File: config.mk
export PLATFORM = sky130hd
export DESIGN_NAME = dpram_host
export DESIGN_NICKNAME = d
export VERILOG_FILES = /design/src/dpram_host_pkg.sv /design/src/dpram_host.sv /design/src/event_flags.sv
export SDC_FILE = /design/constraint.sdc
export NUM_CORES = 1
export LEC_CHECK = 0
export BUFFER_PORTS_ARGS = -buffer_cell sky130_fd_sc_hd__buf_2
export CORE_MARGIN = 2
export CORE_UTILIZATION = 45
export CTS_BUF_LIST = sky130_fd_sc_hd__clkbuf_16
export CTS_CLUSTER_DIAMETER = 200
export CTS_CLUSTER_SIZE = 20
export DETAILED_ROUTE_END_ITERATION = 10
export PLACE_DENSITY_LB_ADDON = 0.2
export SLEW_MARGIN = 20
export SYNTH_ARGS = -nofsm -noshare
export SYNTH_HDL_FRONTEND = slang
export SYNTH_SLANG_ARGS = --single-unit
File: constraint.sdc
create_clock -name MCLK -period 2.6 [get_ports MCLK]
set_input_delay 0.39 -clock MCLK [delete_from_list [all_inputs] [get_ports MCLK]]
set_output_delay 0.39 -clock MCLK [all_outputs]
set_load 0.1 [all_outputs]
File: src/dpram_host_pkg.sv
// Constants, register map and state types for the dual-port memory host controller.
// Assumes a 10 MHz clock and one port of the memory wired directly to the pins.

`default_nettype none

package dpram_host_pkg;

	// ------------------------------------------------------------
	// Widths of the memory port and of the event flags
	// ------------------------------------------------------------
	localparam int ADDR_W = 15;
	localparam int DATA_W = 8;
	localparam int IRQ_W  = 3;

	// ------------------------------------------------------------
	// Register byte offsets on the bus
	// ------------------------------------------------------------
	localparam logic [4:0] REG_CMD      = 5'h00;
	localparam logic [4:0] REG_ADDR     = 5'h04;
	localparam logic [4:0] REG_WDATA    = 5'h08;
	localparam logic [4:0] REG_RDATA    = 5'h0c;
	localparam logic [4:0] REG_STATUS   = 5'h10;
	localparam logic [4:0] REG_CFG      = 5'h14;
	localparam logic [4:0] REG_IRQ_STAT = 5'h18;
	localparam logic [4:0] REG_IRQ_MASK = 5'h1c;
	localparam int         REG_OFS_W    = 5;

	// ------------------------------------------------------------
	// Command codes, written to the low bits of the command register
	// ------------------------------------------------------------
	localparam int         OP_W        = 3;
	localparam logic [2:0] OP_MEM_RD   = 3'h0;
	localparam logic [2:0] OP_MEM_WR   = 3'h1;
	localparam logic [2:0] OP_FLAG_RD   = 3'h2;
	localparam logic [2:0] OP_FLAG_WR   = 3'h3;
	localparam logic [2:0] OP_FLAG_TAKE = 3'h4;

	// ------------------------------------------------------------
	// Field positions
	// ------------------------------------------------------------
	localparam int ST_BUSY_BIT  = 0;
	localparam int ST_GRANT_BIT = 1;
	localparam int ST_CONT_BIT  = 2;
	localparam int ST_INT_BIT   = 3;
	localparam int CFG_ROLE_BIT = 0;
	localparam int IRQ_DONE     = 0;
	localparam int IRQ_CONT     = 1;
	localparam int IRQ_PORT_INT = 2;
	localparam int FLAG_BIT     = 0;

	// ------------------------------------------------------------
	// Reset values and fixed codes
	// ------------------------------------------------------------
	localparam logic       ROLE_RESET  = 1'b1;
	localparam logic       FLAG_REQUEST = 1'b0;
	localparam logic [1:0] HTRANS_NSEQ = 2'b10;
	localparam logic       HRESP_OKAY  = 1'b0;
	localparam logic [4:0] WORD_ZERO_HI = 5'h00;

	// ------------------------------------------------------------
	// Timing: strobe width rounded up to whole cycles
	// ------------------------------------------------------------
	localparam int         CLK_PERIOD_NS = 100;
	localparam int         T_ACCESS_NS   = 55;
	localparam logic [3:0] ACCESS_CYC    =
		4'((T_ACCESS_NS + CLK_PERIOD_NS - 1) / CLK_PERIOD_NS);
	localparam logic [3:0] CNT_LAST      = 4'h1;

	typedef enum logic [1:0] {S_IDLE, S_SETUP, S_STROBE, S_RELEASE} state_t;

endpackage

`default_nettype wire

File: src/dpram_host.sv
// Host controller driving one port of an asynchronous dual-port memory with semaphores.
// Assumes port inputs are synchronous to MCLK and software on an AHB-Lite bus.
//
// The placing of the registers and the AHB-Lite interface to the registers are this design's own decisions.

`timescale 1ns/1ps
`default_nettype none

module dpram_host (
	input  wire logic        MCLK,
	input  wire logic        NRST,
	input  wire logic        HSEL,
	input  wire logic [31:0] HADDR,
	input  wire logic [1:0]  HTRANS,
	input  wire logic        HWRITE,
	input  wire logic [2:0]  HSIZE,
	input  wire logic [31:0] HWDATA,
	input  wire logic        HREADY,
	output var  logic        HREADYOUT,
	output var  logic        HRESP,
	output var  logic [31:0] HRDATA,
	output var  logic        IRQ,
	output var  logic [14:0] PORT_ADDR,
	input  wire logic [7:0]  PORT_DATA_I,
	output var  logic [7:0]  PORT_DATA_O,
	output var  logic [7:0]  PORT_DATA_OE,
	output var  logic        PORT_SELECT_N,
	output var  logic        FLAG_SPACE_SELECT_N,
	output var  logic        PORT_WRITE_N,
	output var  logic        PORT_OUT_DRIVE_N,
	input  wire logic        PORT_CONTENTION_N,
	input  wire logic        PORT_INT_N,
	output var  logic        CASCADE_ROLE
);

	// ------------------------------------------------------------
	// Declarations
	// ------------------------------------------------------------
	dpram_host_pkg::state_t                state;
	logic [3:0]                            cnt;
	logic [dpram_host_pkg::OP_W-1:0]       op;
	logic                                  take_read;
	logic [dpram_host_pkg::ADDR_W-1:0]     addr_reg;
	logic [dpram_host_pkg::DATA_W-1:0]     wdata_reg;
	logic [dpram_host_pkg::DATA_W-1:0]     rdata_reg;
	logic                                  grant;
	logic                                  role;
	logic [dpram_host_pkg::IRQ_W-1:0]      irq_mask;
	logic [dpram_host_pkg::IRQ_W-1:0]      irq_flags;
	logic [dpram_host_pkg::IRQ_W-1:0]      irq_set;
	logic                                  irq_clr;
	logic                                  wr_pend;
	logic [dpram_host_pkg::REG_OFS_W-1:0]  wr_ofs;
	logic                                  rd_take;
	logic                                  addr_ok;
	logic                                  cmd_start;
	logic                                  is_flag;
	logic                                  is_write;
	logic                                  leave_strobe;
	logic                                  more_phase;
	logic                                  int_prev;
	logic [dpram_host_pkg::DATA_W-1:0]     out_byte;
	logic [31:0]                           next_hrdata;
	logic [dpram_host_pkg::REG_OFS_W-1:0]  ofs;

	// ------------------------------------------------------------
	// Bus slave: zero wait states, always OKAY
	// ------------------------------------------------------------
	assign HREADYOUT = 1'b1;
	assign HRESP     = dpram_host_pkg::HRESP_OKAY;
	assign ofs       = HADDR[dpram_host_pkg::REG_OFS_W-1:0];
	assign addr_ok   = (HADDR[31:dpram_host_pkg::REG_OFS_W] == '0);
	assign rd_take   = HSEL && HREADY && (HTRANS == dpram_host_pkg::HTRANS_NSEQ) && !HWRITE;

	// Capture write address phase; data follows next cycle
	always_ff @(posedge MCLK or negedge NRST)
	begin
		if (!NRST)
		begin
			wr_pend <= 1'b0;
			wr_ofs  <= dpram_host_pkg::WORD_ZERO_HI;
		end
		else
		begin
			wr_pend <= HSEL && HREADY && (HTRANS == dpram_host_pkg::HTRANS_NSEQ)
				&& HWRITE && addr_ok;
			wr_ofs  <= ofs;
		end
	end

	// Read mux; unmapped offsets read as zero
	always_comb
	begin
		next_hrdata = '0;
		if (addr_ok)
		begin
			case (ofs)
				dpram_host_pkg::REG_CMD:      next_hrdata[dpram_host_pkg::OP_W-1:0] = op;
				dpram_host_pkg::REG_ADDR:     next_hrdata[dpram_host_pkg::ADDR_W-1:0] = addr_reg;
				dpram_host_pkg::REG_WDATA:    next_hrdata[dpram_host_pkg::DATA_W-1:0] = wdata_reg;
				dpram_host_pkg::REG_RDATA:    next_hrdata[dpram_host_pkg::DATA_W-1:0] = rdata_reg;
				dpram_host_pkg::REG_STATUS:
				begin
					next_hrdata[dpram_host_pkg::ST_BUSY_BIT]  = (state != dpram_host_pkg::S_IDLE);
					next_hrdata[dpram_host_pkg::ST_GRANT_BIT] = grant;
					next_hrdata[dpram_host_pkg::ST_CONT_BIT]  = !PORT_CONTENTION_N;
					next_hrdata[dpram_host_pkg::ST_INT_BIT]   = !PORT_INT_N;
				end
				dpram_host_pkg::REG_CFG:      next_hrdata[dpram_host_pkg::CFG_ROLE_BIT] = role;
				dpram_host_pkg::REG_IRQ_STAT: next_hrdata[dpram_host_pkg::IRQ_W-1:0] = irq_flags;
				dpram_host_pkg::REG_IRQ_MASK: next_hrdata[dpram_host_pkg::IRQ_W-1:0] = irq_mask;
				default:                      next_hrdata = '0;
			endcase
		end
	end

	// Read data registered at the address-phase edge
	always_ff @(posedge MCLK or negedge NRST)
	begin
		if (!NRST)
			HRDATA <= '0;
		else if (rd_take)
			HRDATA <= next_hrdata;
	end

	// ------------------------------------------------------------
	// Software registers
	// ------------------------------------------------------------
	// A command while busy is dropped; software polls the busy bit
	assign cmd_start = wr_pend && (wr_ofs == dpram_host_pkg::REG_CMD)
		&& (state == dpram_host_pkg::S_IDLE);

	always_ff @(posedge MCLK or negedge NRST)
	begin
		if (!NRST)
		begin
			addr_reg  <= '0;
			wdata_reg <= '0;
			role      <= dpram_host_pkg::ROLE_RESET;
			irq_mask  <= '0;
		end
		else if (wr_pend)
		begin
			case (wr_ofs)
				dpram_host_pkg::REG_ADDR:     addr_reg  <= HWDATA[dpram_host_pkg::ADDR_W-1:0];
				dpram_host_pkg::REG_WDATA:    wdata_reg <= HWDATA[dpram_host_pkg::DATA_W-1:0];
				dpram_host_pkg::REG_CFG:      role      <= HWDATA[dpram_host_pkg::CFG_ROLE_BIT];
				dpram_host_pkg::REG_IRQ_MASK: irq_mask  <= HWDATA[dpram_host_pkg::IRQ_W-1:0];
				default:                      role      <= role;
			endcase
		end
	end

	// Role pin picks master or slave cascade behaviour of the device
	assign CASCADE_ROLE = role;

	// ------------------------------------------------------------
	// Access sequencer
	// ------------------------------------------------------------
	assign is_flag  = (op == dpram_host_pkg::OP_FLAG_RD) || (op == dpram_host_pkg::OP_FLAG_WR)
		|| (op == dpram_host_pkg::OP_FLAG_TAKE);
	assign is_write = (op == dpram_host_pkg::OP_MEM_WR) || (op == dpram_host_pkg::OP_FLAG_WR)
		|| ((op == dpram_host_pkg::OP_FLAG_TAKE) && !take_read);
	// Strobe ends only once the contention flag is released
	assign leave_strobe = (state == dpram_host_pkg::S_STROBE) && PORT_CONTENTION_N
		&& (cnt <= dpram_host_pkg::CNT_LAST);
	assign more_phase   = (op == dpram_host_pkg::OP_FLAG_TAKE) && !take_read;

	always_ff @(posedge MCLK or negedge NRST)
	begin
		if (!NRST)
		begin
			state     <= dpram_host_pkg::S_IDLE;
			cnt       <= '0;
			op        <= dpram_host_pkg::OP_MEM_RD;
			take_read <= 1'b0;
		end
		else
		begin
			case (state)
				dpram_host_pkg::S_IDLE:
					if (cmd_start)
					begin
						op        <= HWDATA[dpram_host_pkg::OP_W-1:0];
						take_read <= 1'b0;
						state     <= dpram_host_pkg::S_SETUP;
					end
				dpram_host_pkg::S_SETUP:
				begin
					cnt   <= dpram_host_pkg::ACCESS_CYC;
					state <= dpram_host_pkg::S_STROBE;
				end
				dpram_host_pkg::S_STROBE:
					if (leave_strobe)
						state <= dpram_host_pkg::S_RELEASE;
					else if (PORT_CONTENTION_N && (cnt > dpram_host_pkg::CNT_LAST))
						cnt <= cnt - dpram_host_pkg::CNT_LAST;
				dpram_host_pkg::S_RELEASE:
					if (more_phase)
					begin
						take_read <= 1'b1;
						state     <= dpram_host_pkg::S_SETUP;
					end
					else
						state <= dpram_host_pkg::S_IDLE;
				default:
					state <= dpram_host_pkg::S_IDLE;
			endcase
		end
	end

	// Byte put on the data lines; flag writes carry only bit zero
	always_comb
	begin
		out_byte = wdata_reg;
		if (op == dpram_host_pkg::OP_FLAG_TAKE)
		begin
			out_byte = '0;
			out_byte[dpram_host_pkg::FLAG_BIT] = dpram_host_pkg::FLAG_REQUEST;
		end
		else if (is_flag)
		begin
			out_byte = '0;
			out_byte[dpram_host_pkg::FLAG_BIT] = wdata_reg[dpram_host_pkg::FLAG_BIT];
		end
	end

	// ------------------------------------------------------------
	// Port pins, all registered
	// ------------------------------------------------------------
	// Address and data load at the same edge at which the select and strobe fall
	always_ff @(posedge MCLK or negedge NRST)
	begin
		if (!NRST)
		begin
			PORT_ADDR    <= '0;
			PORT_DATA_O  <= '0;
			PORT_DATA_OE <= '0;
		end
		else if (state == dpram_host_pkg::S_SETUP)
		begin
			PORT_ADDR    <= addr_reg;
			PORT_DATA_O  <= out_byte;
			PORT_DATA_OE <= {dpram_host_pkg::DATA_W{is_write}};
		end
		else if ((state == dpram_host_pkg::S_RELEASE) || (state == dpram_host_pkg::S_IDLE))
			PORT_DATA_OE <= '0;
	end

	// Selects and strobes; exactly one select falls per access
	always_ff @(posedge MCLK or negedge NRST)
	begin
		if (!NRST)
		begin
			PORT_SELECT_N       <= 1'b1;
			FLAG_SPACE_SELECT_N <= 1'b1;
			PORT_WRITE_N        <= 1'b1;
			PORT_OUT_DRIVE_N    <= 1'b1;
		end
		else if (state == dpram_host_pkg::S_SETUP)
		begin
			PORT_SELECT_N       <= is_flag;
			FLAG_SPACE_SELECT_N <= !is_flag;
			PORT_WRITE_N        <= !is_write;
			PORT_OUT_DRIVE_N    <= is_write;
		end
		else if (leave_strobe || (state != dpram_host_pkg::S_STROBE))
		begin
			PORT_SELECT_N       <= 1'b1;
			FLAG_SPACE_SELECT_N <= 1'b1;
			PORT_WRITE_N        <= 1'b1;
			PORT_OUT_DRIVE_N    <= 1'b1;
		end
	end

	// Read data and flag result caught at strobe end
	always_ff @(posedge MCLK or negedge NRST)
	begin
		if (!NRST)
		begin
			rdata_reg <= '0;
			grant     <= 1'b0;
		end
		else if (leave_strobe)
		begin
			if (!is_write)
				rdata_reg <= PORT_DATA_I;
			if ((op == dpram_host_pkg::OP_FLAG_TAKE) && take_read)
				grant <= (PORT_DATA_I[dpram_host_pkg::FLAG_BIT] == dpram_host_pkg::FLAG_REQUEST);
			else if ((op == dpram_host_pkg::OP_FLAG_WR)
				&& (wdata_reg[dpram_host_pkg::FLAG_BIT] != dpram_host_pkg::FLAG_REQUEST))
				grant <= 1'b0;
		end
	end

	// ------------------------------------------------------------
	// Events and interrupt
	// ------------------------------------------------------------
	// Pins are push-pull, so no pull-up guessing is needed
	always_ff @(posedge MCLK or negedge NRST)
	begin
		if (!NRST)
			int_prev <= 1'b1;
		else
			int_prev <= PORT_INT_N;
	end

	always_comb
	begin
		irq_set = '0;
		irq_set[dpram_host_pkg::IRQ_DONE]     = (state == dpram_host_pkg::S_RELEASE) && !more_phase;
		irq_set[dpram_host_pkg::IRQ_CONT]     = (state == dpram_host_pkg::S_STROBE)
			&& !PORT_CONTENTION_N;
		irq_set[dpram_host_pkg::IRQ_PORT_INT] = int_prev && !PORT_INT_N;
	end

	assign irq_clr = rd_take && addr_ok && (ofs == dpram_host_pkg::REG_IRQ_STAT);

	event_flags #(
		.W (dpram_host_pkg::IRQ_W)
	) u_flags (
		.clk   (MCLK),
		.rst_n (NRST),
		.set   (irq_set),
		.clr   (irq_clr),
		.mask  (irq_mask),
		.flags (irq_flags),
		.irq   (IRQ)
	);

endmodule

`default_nettype wire

File: src/event_flags.sv
// Sticky event flags with clear-on-read, mask and one level interrupt.
// Assumes set and clear pulses are synchronous to clk.

`timescale 1ns/1ps
`default_nettype none

module event_flags #(
	parameter int W = 3
) (
	input  wire logic         clk,
	input  wire logic         rst_n,
	input  wire logic [W-1:0] set,
	input  wire logic         clr,
	input  wire logic [W-1:0] mask,
	output var  logic [W-1:0] flags,
	output var  logic         irq
);

	// ------------------------------------------------------------
	// Flags: a set in the clearing cycle survives
	// ------------------------------------------------------------
	always_ff @(posedge clk or negedge rst_n)
	begin
		if (!rst_n)
			flags <= '0;
		else if (clr)
			flags <= set;
		else
			flags <= flags | set;
	end

	// Level interrupt while any unmasked flag stands
	always_comb
	begin
		irq = |(flags & mask);
	end

endmodule

`default_nettype wire

# == Word level (Yosys, flattened, before mapping) ==
# Index checks and enable logic that the tools add are counted.
# classes
addsub,1
n_lt_le_gt_ge,2
eq_ne,25
n_mux,28
bitwise,4
reduce_logical,52
# ops
operator,count
$mux W8,4
$eq A5 B5 Y1 const B,6
$logic_not A27 Y1,1
$logic_and A1 B1 Y1,18
$reduce_and A2 Y1,8
$eq A5 B4 Y1 const B,3
$mux W15,1
$pmux W2 S7,1
$ne A2 B2 Y1 const B,6
$pmux W4 S3,1
$reduce_bool A2 Y1,6
$eq A5 B3 Y1 const B,2
$logic_not A5 Y1,2
$mux W1,10
$mux W4,2
$pmux W1 S8,1
$pmux W2 S4,1
$pmux W4 S2,1
$logic_not A1 Y1,7
$mux W7,1
$eq A2 B2 Y1 const B,3
$eq A3 B2 Y1 const B,2
$logic_or A1 B1 Y1,6
$reduce_and A3 Y1,2
15 further kinds,17
# word_totals
register_bits,123
in_bits,84
out_inout_bits,71
wordCells,134

# == Depth between registers and ports, before layout ==
# Gate-level depths: netlist of the first run.
# logic_depth
word_depth,6
mapped_depth,8
depth_no_buf,6

# == Cells and area by module ==
# A second synthesis of the first run with hierarchy kept.
# hier_totals
hier_cells,372
area_unflattened_um2,4551.9
# modules_own_cells
module,n_inst,cells_per_inst,area_each_um2,seq_area_each_um2
dpram_host,1,363,4436.8,2409.8
event_flags,1,9,115.1,75.1

# == Worst setup path before layout of the first run ==
# No wires, ideal clock.
# synth_timing
kind,reg2reg
startpoint,register state[0]
endpoint,register rdata_reg[0] (netlist bit)
setup_ns,0.125
arrival_time_ns,1.909
required_time_ns,2.475
slack_ns,0.567
stages_incl_launch_ff,9
path_buffers,2
synth_period_minus_slack_ns,2.033
path_cell_list,dfrtp_1 inv_1 ha_1 clkbuf_2 nand2_1 or4_1 nand2b_1 clkbuf_1 mux2_2
# synth_between
elab_chain_cells,4
# synth_rtl
item,line_no,source
from (decl),dpram_host.sv:39,dpram_host_pkg::state_t state;
from (signal assigned),dpram_host.sv:173,state <= dpram_host_pkg::S_IDLE;
from (signal assigned),dpram_host.sv:186,state <= dpram_host_pkg::S_SETUP;
from (signal assigned),dpram_host.sv:191,state <= dpram_host_pkg::S_STROBE;
$eq A2 B2 Y1,dpram_host.sv:165,assign leave_strobe = (state == dpram_host_pkg::S_STROBE) && PORT_CONTENTION_N
$logic_and A1 B1 Y1,dpram_host.sv:165,
$logic_and A1 B1 Y1,dpram_host.sv:166,&& (cnt <= dpram_host_pkg::CNT_LAST);
$reduce_and A2 Y1 (no source line),n/a,
to (signal assigned),dpram_host.sv:281,rdata_reg <= '0;
to (signal assigned),dpram_host.sv:287,rdata_reg <= PORT_DATA_I;
to (decl),dpram_host.sv:45,logic [dpram_host_pkg::DATA_W-1:0] rdata_reg;
# No other way between the ends.
# A chain may end at the register's enable or synchronous reset.

# == Worst setup path in the final report of the first run ==
# layout_timing
startpoint,register cnt[0]
endpoint,register rdata_reg[4] (netlist bit)
# layout_between
elab_chain_cells,3
# layout_rtl
item,line_no,source
from (decl),dpram_host.sv:40,logic [3:0] cnt;
from (signal assigned),dpram_host.sv:190,cnt <= dpram_host_pkg::ACCESS_CYC;
from (signal assigned),dpram_host.sv:197,cnt <= cnt - dpram_host_pkg::CNT_LAST;
$le A4 B1 Y1,dpram_host.sv:166,
$logic_and A1 B1 Y1,dpram_host.sv:166,
$reduce_and A2 Y1 (no source line),n/a,
# No other way between the ends.

==> results.sh, run 1 <==
export IMPL_status="complete, but fails checks"
export IMPL_violations_in_the_final_reports="negative hold slack"
export IMPL_r2r_cell_count=6
export IMPL_timing_critical_path_to_type="register"
export IMPL_die_width_um=105
export IMPL_yosys_cell_types=59
export IMPL_final_cells=600
export IMPL_register_area_mm2=0.00248
export IMPL_clock_sinks=99
export IMPL_rsz0062_at_grt="no"
export IMPL_power_total_mw=6.42
export IMPL_clock_root_buffer="clkbuf_16"
export IMPL_maxSlewHeadroom_pct=57.8
export IMPL_sequential_element_share_of_the_synthesized_area_pct=54.6
export IMPL_path_type_of_the_worst_setup_path="register to register"
export IMPL_synth_area_mm2=0.00455
export IMPL_finalNetCount=552
export IMPL_setup_violations=0
export IMPL_max_stage_delay_ps=540
export IMPL_r2r_slack_ps=380
export IMPL_grt_use_met3_pct=3.93
export IMPL_detail_route_wirelength_mm=10.1
export IMPL_cts_repair_resize_count=0
export IMPL_groute_layer_met2_usage_pct=31.3
export IMPL_final_core_util_pct=55.8
export IMPL_initial_core_utilization_pct=46.5
export IMPL_first_pass_iters=4
export IMPL_global_route_usage_total_pct=19.0
export IMPL_design_die_area_mm2=0.0109
export IMPL_vias=3147
export IMPL_vdd_drop_max_mv=0.909
export IMPL_global_route_overflow_total=0
export IMPL_first_global_vias=3247
export IMPL_final_setup_skew_ps=10.4
export IMPL_num_io_pins=155
export IMPL_timing_worst_slew_pin_value_ps=634
export IMPL_multi_input_area_mm2=0.00180
export IMPL_setup_ws_ps=380
export IMPL_postCtsSetupBuffers=0
export IMPL_floorplan_die_height_um=105
export IMPL_setup_tns_ps=0
export IMPL_grt_max_degree=45
export IMPL_worstPathRequired_ps=2820
export IMPL_reg2reg_from="cnt[0]$_DFFE_PN0P_"
export IMPL_antenna_cells=0
export IMPL_drt_drc_violations_left=0
export IMPL_clock_path_buffers=2
export IMPL_number_of_synthesized_register_bits=99
export IMPL_final_common_cell="buf_2"
export IMPL_cts_hold_buf=0
export IMPL_synth_cells=349
export IMPL_postPlaceCellArea_mm2=0.00517
export IMPL_final_fill_count=854
export IMPL_clock_latency_on_the_worst_skew_pair_ps=340
export IMPL_design_area_mm2=0.00546
export IMPL_synth_warning_count=0
export IMPL_cp_startpoint="cnt[0]$_DFFE_PN0P_"
export IMPL_yosys_most_used_dff="dfrtp_1"
export IMPL_gpl_final_weighted_congestion=0.763
export IMPL_worst_r2r_endpoint="rdata_reg[4]$_DFFE_PN0P_"
export IMPL_timing_max_cap_violations=0
export IMPL_groute_layer_met1_usage_pct=25.1
export IMPL_reg_clk_slew_reported_paths_ps=70
export IMPL_post_dp_hpwl_mm=7.40
export IMPL_number_of_antenna_violations_at_the_first_check_in_global_routing=0
export IMPL_tritoncts="built"
export IMPL_crit_slowest_cell="or4_1"
export IMPL_timing_hold_worst_class="primary input to async pin"
export IMPL_layer_carrying_the_most_global_route_usage="met2"
export IMPL_drt_initial_drc_count=146
export IMPL_ctsHtreeMaxLevel=3
export IMPL_core_rowCount=36
export IMPL_timing_critical_path_from_type="register"
export IMPL_grt_pass1_wl_mm=16.5
export IMPL_path_cells="inv_1, ha_1, nor2_1, or4_1, nand2b_1, mux2_2"
export IMPL_synth_avg_cell_area_um2=13.0
export IMPL_finalWorstPathRequiredPeriod_ps=2220
export IMPL_number_of_routed_nets_with_antenna_violations=0
export IMPL_pre_cts_slack_ps=378
export IMPL_final_hold_viol_count=8
export IMPL_number_of_synthesized_flops_with_an_enable_pin=0
export IMPL_async_flop_share_pct=100
export IMPL_power_density_cell_area_mw_per_mm2=1180
export IMPL_commonest_cells_after_routing_fill_and_taps_aside="buf_2 (114), dfrtp_1 (93), mux2_2 (51), a22o_1 (23), conb_1 (19)"
export IMPL_worst_ep_arrival_ps=2440
export IMPL_place_port_buffers=115
export IMPL_worst_path_max_fanout=8
export IMPL_detail_route_wl_per_cell_um=16.8
export IMPL_area_growth_pct=19.9
export IMPL_maxSlewViolCount=0
export IMPL_route_detailed_vias_per_inst=5.25
export IMPL_post_place_cells=584
export IMPL_min_period_over_period_pct=85.4
export IMPL_final_hold_worst_slack_ps=-4.78
export IMPL_pleak_nw=2.61
export IMPL_layout_drive_gt1_share_pct=46.3
export IMPL_core_area_mm2=0.00977
export IMPL_cts_buffers=9
export IMPL_timing_fmax_ghz=0.451
[cell families (layout without fill, tap and decap cells)]
family | Yosys count | after routing | synth area share (%)
other | 2 | 19 | 0.165
DFF | 99 | 99 | 54.6
xor gates and xnor gates | 1 | 1 | 0.193
adders and majority gates | 6 | 6 | 1.65
buffers and inverters | 54 | 155 | 7.18
and+or+nand+nor | 59 | 59 | 7.48
muxes | 66 | 66 | 18.1
AOI/OAI and AO/OA | 62 | 62 | 10.6
[per-layer routing]
layer	wire (um)	vias to the layer above	share of wire (%)
met5	0	-	0
met4	142	0	1.4
met3	496	12	4.9
met2	5030	87	50
met1	4430	1581	44
li1	-	1467	-
[worst max-delay path, delay by kind of cell (launching register included)]
family                     cells  cell delay [ps]
adders and majority gates      1              200
buffers and inverters          1               90
DFF                            1              390
muxes                          1              380
and+or+nand+nor                3             1040
[cells in the mapped netlist (all sizes together), types with 6 or more instances]
| master | count | area (um^2) |
|---|---|---|
| mux2 | 61 | 724 |
| a22o | 23 | 201 |
| nor4 | 8 | 50.1 |
| nor3 | 6 | 35.0 |
| buf | 29 | 231 |
| inv | 13 | 48.8 |
| dfrtp | 93 | 2330 |
| dfstp | 6 | 158 |
| a21oi | 9 | 45.0 |
| nand2 | 10 | 37.5 |
| nor2 | 10 | 37.5 |
| ha | 6 | 75.1 |
| clkbuf | 11 | 42.5 |
[power breakdown]
part | leakage, nW | switching, mW | internal [mW]
Clock | 0.133 | 0.603 | 0.662
Sequential | 1.19 | 0.191 | 1.88
Combinational | 1.28 | 2.41 | 0.675
[final cells by class]
type	instances	share of cell area [%]
flip-flops and latches	99	45.6
clock inverters	7	1.08
repair buffers	125	12.2
multi-input cells	213	33.0
clock buffers	9	4.13
inverters	14	0.963
well taps	133	3.05
[worst max-delay path by stage]
stage	endpoint	slack (ps)	cells past startpoint
3_3_place_gp	rdata_reg[2]$_DFFE_PN0P_	430	6
6_report	rdata_reg[4]$_DFFE_PN0P_	380	6
5_1_grt	rdata_reg[4]$_DFFE_PN0P_	260	6
3_5_place_dp	rdata_reg[4]$_DFFE_PN0P_	380	6
4_1_cts	rdata_reg[4]$_DFFE_PN0P_	350	6
2_1_floorplan	rdata_reg[0]$_DFFE_PN0P_	570	8
Power figures use the tool's default switching activity.
==> inputs of run 2 (changes only) <==
- ABC_AREA: unset -> 1
==> results.sh, run 2 <==
export IMPL_floorplan_die_height_um=107
export IMPL_initial_core_utilization_pct=46.3
export IMPL_pleak_nw=3.04
export IMPL_gpl_final_weighted_congestion=0.922
export IMPL_setup_violations=0
export IMPL_antenna_cells=0
export IMPL_cts_repair_resize_count=0
export IMPL_multi_input_area_mm2=0.00191
export IMPL_yosys_top_cells_area="dfrtp_1 (49%), nand2_1 (16%), buf_4 (4.4%)"
export IMPL_worstPathRequired_ps=2820
export IMPL_vdd_drop_max_mv=0.683
export IMPL_worst_ep_arrival_ps=2170
export IMPL_number_of_antenna_violations_at_the_first_check_in_global_routing=0
export IMPL_maxSlewHeadroom_pct=63.1
export IMPL_finalNetCount=764
export IMPL_clock_sinks=99
export IMPL_clock_root_buffer="clkbuf_16"
export IMPL_timing_worst_slew_pin_value_ps=550
export IMPL_status="finished, final reports clean"
export IMPL_synth_warning_count=0
export IMPL_final_setup_skew_ps=6.88
export IMPL_synth_area_mm2=0.00476
export IMPL_final_cells=815
export IMPL_synth_top_area_share_pct=48.9
export IMPL_die_width_um=107
export IMPL_cts_hold_buf=0
export IMPL_yosys_most_used_dff="dfrtp_1"
export IMPL_design_die_area_mm2=0.0114
export IMPL_number_of_synthesized_register_bits=99
export IMPL_timing_critical_path_to_type="register"
export IMPL_reg2reg_from="state[0]$_DFFE_PN0P_"
export IMPL_maxSlewViolCount=0
export IMPL_rsz0062_at_grt="no"
export IMPL_detail_route_wl_per_cell_um=14.3
export IMPL_min_period_over_period_pct=75.0
export IMPL_postCtsSetupBuffers=0
export IMPL_core_area_mm2=0.0103
export IMPL_vias=3969
export IMPL_async_flop_share_pct=100
export IMPL_timing_critical_path_from_type="register"
export IMPL_post_place_cells=799
export IMPL_first_global_vias=3772
export IMPL_synth_avg_cell_area_um2=8.42
export IMPL_drt_drc_violations_left=0
export IMPL_clock_latency_on_the_worst_skew_pair_ps=340
export IMPL_timing_max_cap_violations=0
export IMPL_power_density_cell_area_mw_per_mm2=1130
export IMPL_number_of_synthesized_flops_with_an_enable_pin=0
export IMPL_worst_path_max_fanout=12
export IMPL_number_of_routed_nets_with_antenna_violations=0
export IMPL_global_route_overflow_total=0
export IMPL_tritoncts="built"
export IMPL_route_detailed_vias_per_inst=4.87
export IMPL_cts_buffers=9
export IMPL_detail_route_wirelength_mm=11.7
export IMPL_setup_tns_ps=0
export IMPL_global_route_usage_total_pct=21.8
export IMPL_cp_startpoint="state[0]$_DFFE_PN0P_"
export IMPL_sequential_element_share_of_the_synthesized_area_pct=52.2
export IMPL_grt_pass1_wl_mm=19.0
export IMPL_register_area_mm2=0.00248
export IMPL_drt_initial_drc_count=240
export IMPL_layout_drive_gt1_share_pct=24.2
export IMPL_clock_path_buffers=2
export IMPL_synth_cells=565
export IMPL_core_rowCount=37
export IMPL_post_dp_hpwl_mm=8.88
export IMPL_finalWorstPathRequiredPeriod_ps=1950
export IMPL_commonest_cells_after_routing_fill_and_taps_aside="nand2_1 (203), buf_2 (114), dfrtp_1 (93), nor2_1 (43), o21ai_0 (40)"
export IMPL_first_pass_iters=5
export IMPL_place_port_buffers=115
export IMPL_reg_clk_slew_reported_paths_ps=70
export IMPL_final_fill_count=978
export IMPL_ys_top_cells_by_count="nand2_1 (203), dfrtp_1 (93), nor2_1 (43)"
export IMPL_final_hold_viol_count=0
export IMPL_grt_max_degree=43
export IMPL_timing_hold_worst_class="primary input to async pin"
export IMPL_num_io_pins=155
export IMPL_yosys_cell_types=36
export IMPL_ctsHtreeMaxLevel=3
export IMPL_area_growth_pct=19.6
export IMPL_path_type_of_the_worst_setup_path="register to register"
export IMPL_cell_type_with_the_highest_aggregate_area_in_the_netlist="dfrtp_1"
export IMPL_synth_most_common_cell="nand2_1"
export IMPL_final_common_cell="nand2_1"
export IMPL_timing_fmax_ghz=0.513
## run 2: final cells by class
class                   instances  share of cell area (%)
clock buffers                   9                    3.96
clock inverters                 7                    2.07
inverters                      39                    2.57
multi-input cells             402                    33.5
flip-flops and latches         99                    43.7
well taps                     136                    2.99
repair buffers                123                    11.2
## run 2: power breakdown
part / internal (mW) / switching [mW] / leakage (nW)
Clock: 0.938 / 0.579 / 0.163
Sequential: 1.87 / 0.189 / 1.11
Combinational: 0.500 / 2.33 / 1.77
Total: 3.31 / 3.10 / 3.04
## run 2: kinds of logic (layout without fill, tap and decap cells)
logic type | count (synthesis) | in the layout | share of synthesized area, %
buf+inv | 81 | 178 | 9.05
fa+ha+maj | 6 | 6 | 1.58
compound gates | 64 | 64 | 8.05
simple gates | 312 | 312 | 28.7
other cells | 2 | 19 | 0.158
xor+xnor | 1 | 1 | 0.184
flops | 99 | 99 | 52.2
## run 2: critical path: stages, from the launching register on
cell and delay [ps]:
dfrtp_1 410, inv_1 120, ha_1 340, nand2_1 100, nand3b_4 240, nand2_1 220
nor2_1 100, nor2_2 190, o21ai_0 110
## run 2: path summary, 6_finish.rpt
check | to | slack [ps] | cells past startpoint
min in group MCLK | int_prev$_DFF_PN1_ | 160 | 1
hold reg to reg | PORT_ADDR[8]$_DFFE_PN0P_ | 470 | 2
setup reg to reg | cnt[3]$_DFFE_PN0P_ | 650 | 8
hold / removal | PORT_DATA_O[3]$_DFFE_PN0P_ | 30 | 1
setup / recovery | cnt[3]$_DFFE_PN0P_ | 650 | 8
max in group asynchronous | PORT_ADDR[13]$_DFFE_PN0P_ | 1890 | 2
## run 2: per-layer routing
| layer | GRT usage, % | part of all wire (%) |
|---|---|---|
| met1 | 29.2 | 46 |
| met2 | 35.5 | 46 |
| met3 | 3.65 | 6.5 |
| met5 | 0 | 0 |
| met4 | 8.44 | 1.8 |
## run 2: per-stage QoR
| step | worst slack, ps | util [%] | instance area, um^2 | power, mW | hold slack (ps) |
|---|---|---|---|---|---|
| 2_1_floorplan | 770 | - | 4820 | 4.40 | 94.4 |
| 3_3_place_gp | 697 | 52.0 | 5350 | 4.89 | 409 |
| 3_5_place_dp | 666 | 52.0 | 5350 | 4.94 | 419 |
| 4_1_cts | 637 | 55.3 | 5690 | 6.45 | 53.1 |
| 5_1_grt | 440 | 55.3 | 5690 | 6.74 | 69.7 |
| 6_report | 650 | 55.3 | 5690 | 6.41 | 29.7 |
==> inputs of run 3 (changes only) <==
- clock period: 2.6 -> 1.9 ns (I/O delays scaled with it)
==> results.sh, run 3 (same netlist as run 2, synthesis figures left out) <==
export IMPL_clock_sinks=99
export IMPL_worst_hold_startpoint="PORT_INT_N"
export IMPL_ctsHtreeMaxLevel=3
export IMPL_clock_root_buffer="clkbuf_16"
export IMPL_final_hold_worst_slack_ps=52.4
export IMPL_layout_drive_gt1_share_pct=24.4
export IMPL_timing_worst_slew_pin_value_ps=940
export IMPL_rsz0062_at_grt="no"
export IMPL_global_route_usage_total_pct=21.6
export IMPL_die_width_um=107
export IMPL_post_place_cells=803
export IMPL_route_detailed_vias_per_inst=4.89
export IMPL_design_area_mm2=0.00571
export IMPL_vias=4007
export IMPL_maxSlewViolCount=0
export IMPL_worst_ep_arrival_ps=1920
export IMPL_commonest_cells_after_routing_fill_and_taps_aside="nand2_1 (203), buf_2 (114), dfrtp_1 (93), nor2_1 (43), o21ai_0 (40)"
export IMPL_core_area_mm2=0.0103
export IMPL_core_rowCount=37
export IMPL_area_growth_pct=20.1
export IMPL_drt_initial_drc_count=261
export IMPL_reg2reg_from="cnt[0]$_DFFE_PN0P_"
export IMPL_final_hold_viol_count=0
export IMPL_postCtsSetupBuffers=0
export IMPL_first_pass_iters=5
export IMPL_timing_hold_worst_class="primary input to register"
export IMPL_min_to="int_prev$_DFF_PN1_"
export IMPL_timing_critical_path_to_type="register"
export IMPL_pleak_nw=3.05
export IMPL_detail_route_wirelength_mm=11.6
export IMPL_final_common_cell="nand2_1"
export IMPL_final_cells=820
export IMPL_initial_core_utilization_pct=46.3
export IMPL_timing_max_cap_violations=0
export IMPL_setup_tns_ps=0
export IMPL_postPlaceCellArea_mm2=0.00541
export IMPL_finalWorstPathRequiredPeriod_ps=1710
export IMPL_global_route_overflow_total=0
export IMPL_timing_fmax_ghz=0.586
export IMPL_grt_max_degree=44
export IMPL_first_global_vias=3861
export IMPL_setup_violations=0
export IMPL_grt_pass1_wl_mm=19.1
export IMPL_power_total_mw=8.57
export IMPL_place_port_buffers=115
export IMPL_tritoncts="built"
export IMPL_design_die_area_mm2=0.0114
export IMPL_detail_route_wl_per_cell_um=14.2
export IMPL_drt_drc_violations_left=0
export IMPL_worstHoldPathCells=1
export IMPL_min_period_over_period_pct=89.8
export IMPL_status="finished, final reports clean"
export IMPL_worst_path_max_fanout=6
export IMPL_post_dp_hpwl_mm=8.93
export IMPL_reg_clk_slew_reported_paths_ps=70
export IMPL_clock_latency_on_the_worst_skew_pair_ps=340
export IMPL_worstPathRequired_ps=2110
export IMPL_maxSlewHeadroom_pct=37.1
export IMPL_num_io_pins=155
export IMPL_floorplan_die_height_um=107
export IMPL_r2r_cell_count=9
export IMPL_finalNetCount=769
export IMPL_number_of_routed_nets_with_antenna_violations=0
export IMPL_r2r_slack_ps=190
export IMPL_timing_critical_path_from_type="register"
export IMPL_power_density_cell_area_mw_per_mm2=1500
export IMPL_clock_path_buffers=2
export IMPL_gpl_final_weighted_congestion=0.905
export IMPL_vdd_drop_max_mv=0.941
export IMPL_number_of_antenna_violations_at_the_first_check_in_global_routing=0
export IMPL_cts_repair_resize_count=0
export IMPL_worst_r2r_endpoint="cnt[3]$_DFFE_PN0P_"
export IMPL_cts_buffers=9
export IMPL_final_setup_skew_ps=4.59
export IMPL_path_type_of_the_worst_setup_path="register to register"
export IMPL_antenna_cells=0
## run 3: power breakdown
group	internal (mW)	switching, mW
Combinational	0.763	3.22
Clock	1.01	0.758
Sequential	2.56	0.257
Total	4.34	4.23
## run 3: stage by stage
step	utilization, %	setup slack, ps
floorplan	-	175
global placement	52.7	206
detailed placement	52.7	108
CTS	55.6	198
global route	55.6	15.7
finish	55.6	194
## run 3: what timing repair did
| action | CTS | global route |
|---|---|---|
| hold buffers | 1 | 0 |
| setup endpoints to repair | 0 | 0 |
| endpoints found under the hold margin | 27 | 0 |
## run 3: cell type report
cell class	instances	area [um^2]
multi-input combinational	402	1910
sequential	99	2480
fill	954	4560
clock buffer	9	225
clock inverter	7	66.3
timing repair buffer	128	716
tap	136	170
inverter	39	146
## run 3: worst max path at each step
stage                                     start                       end  slack, ps  cells past startpoint
floorplan           PORT_DATA_OE[6]$_DFFE_PN0P_           PORT_DATA_OE[1]        180                      1
global placement                       HADDR[4]     HRDATA[3]$_DFFE_PN0P_        210                      8
detailed placement                     HADDR[1]     HRDATA[3]$_DFFE_PN0P_        110                      8
CTS                          cnt[0]$_DFFE_PN0P_        cnt[3]$_DFFE_PN0P_        200                      9
global route                 cnt[0]$_DFFE_PN0P_  rdata_reg[6]$_DFFE_PN0P_         20                      7
finish                       cnt[0]$_DFFE_PN0P_        cnt[3]$_DFFE_PN0P_        190                      9
## run 3: worst max-delay path, stage by stage (launching register included)
cell      delay [ps]
dfrtp_1          380
inv_1             90
ha_1             230
or2_0            270
nand3b_4         110
nand2_1          100
nor2_1           180
nor2_2            90
nand2_1           60
o21ai_0           80
## run 3: routing by layer
| metal | vias to the layer above | track usage [%] | wire (um) |
|---|---|---|---|
| met5 | - | 0 | 0 |
| met4 | 0 | 8.16 | 238 |
| li1 | 2005 | - | - |
| met2 | 161 | 35.0 | 5430 |
| met3 | 17 | 3.65 | 879 |
| met1 | 1824 | 29.0 | 5100 |
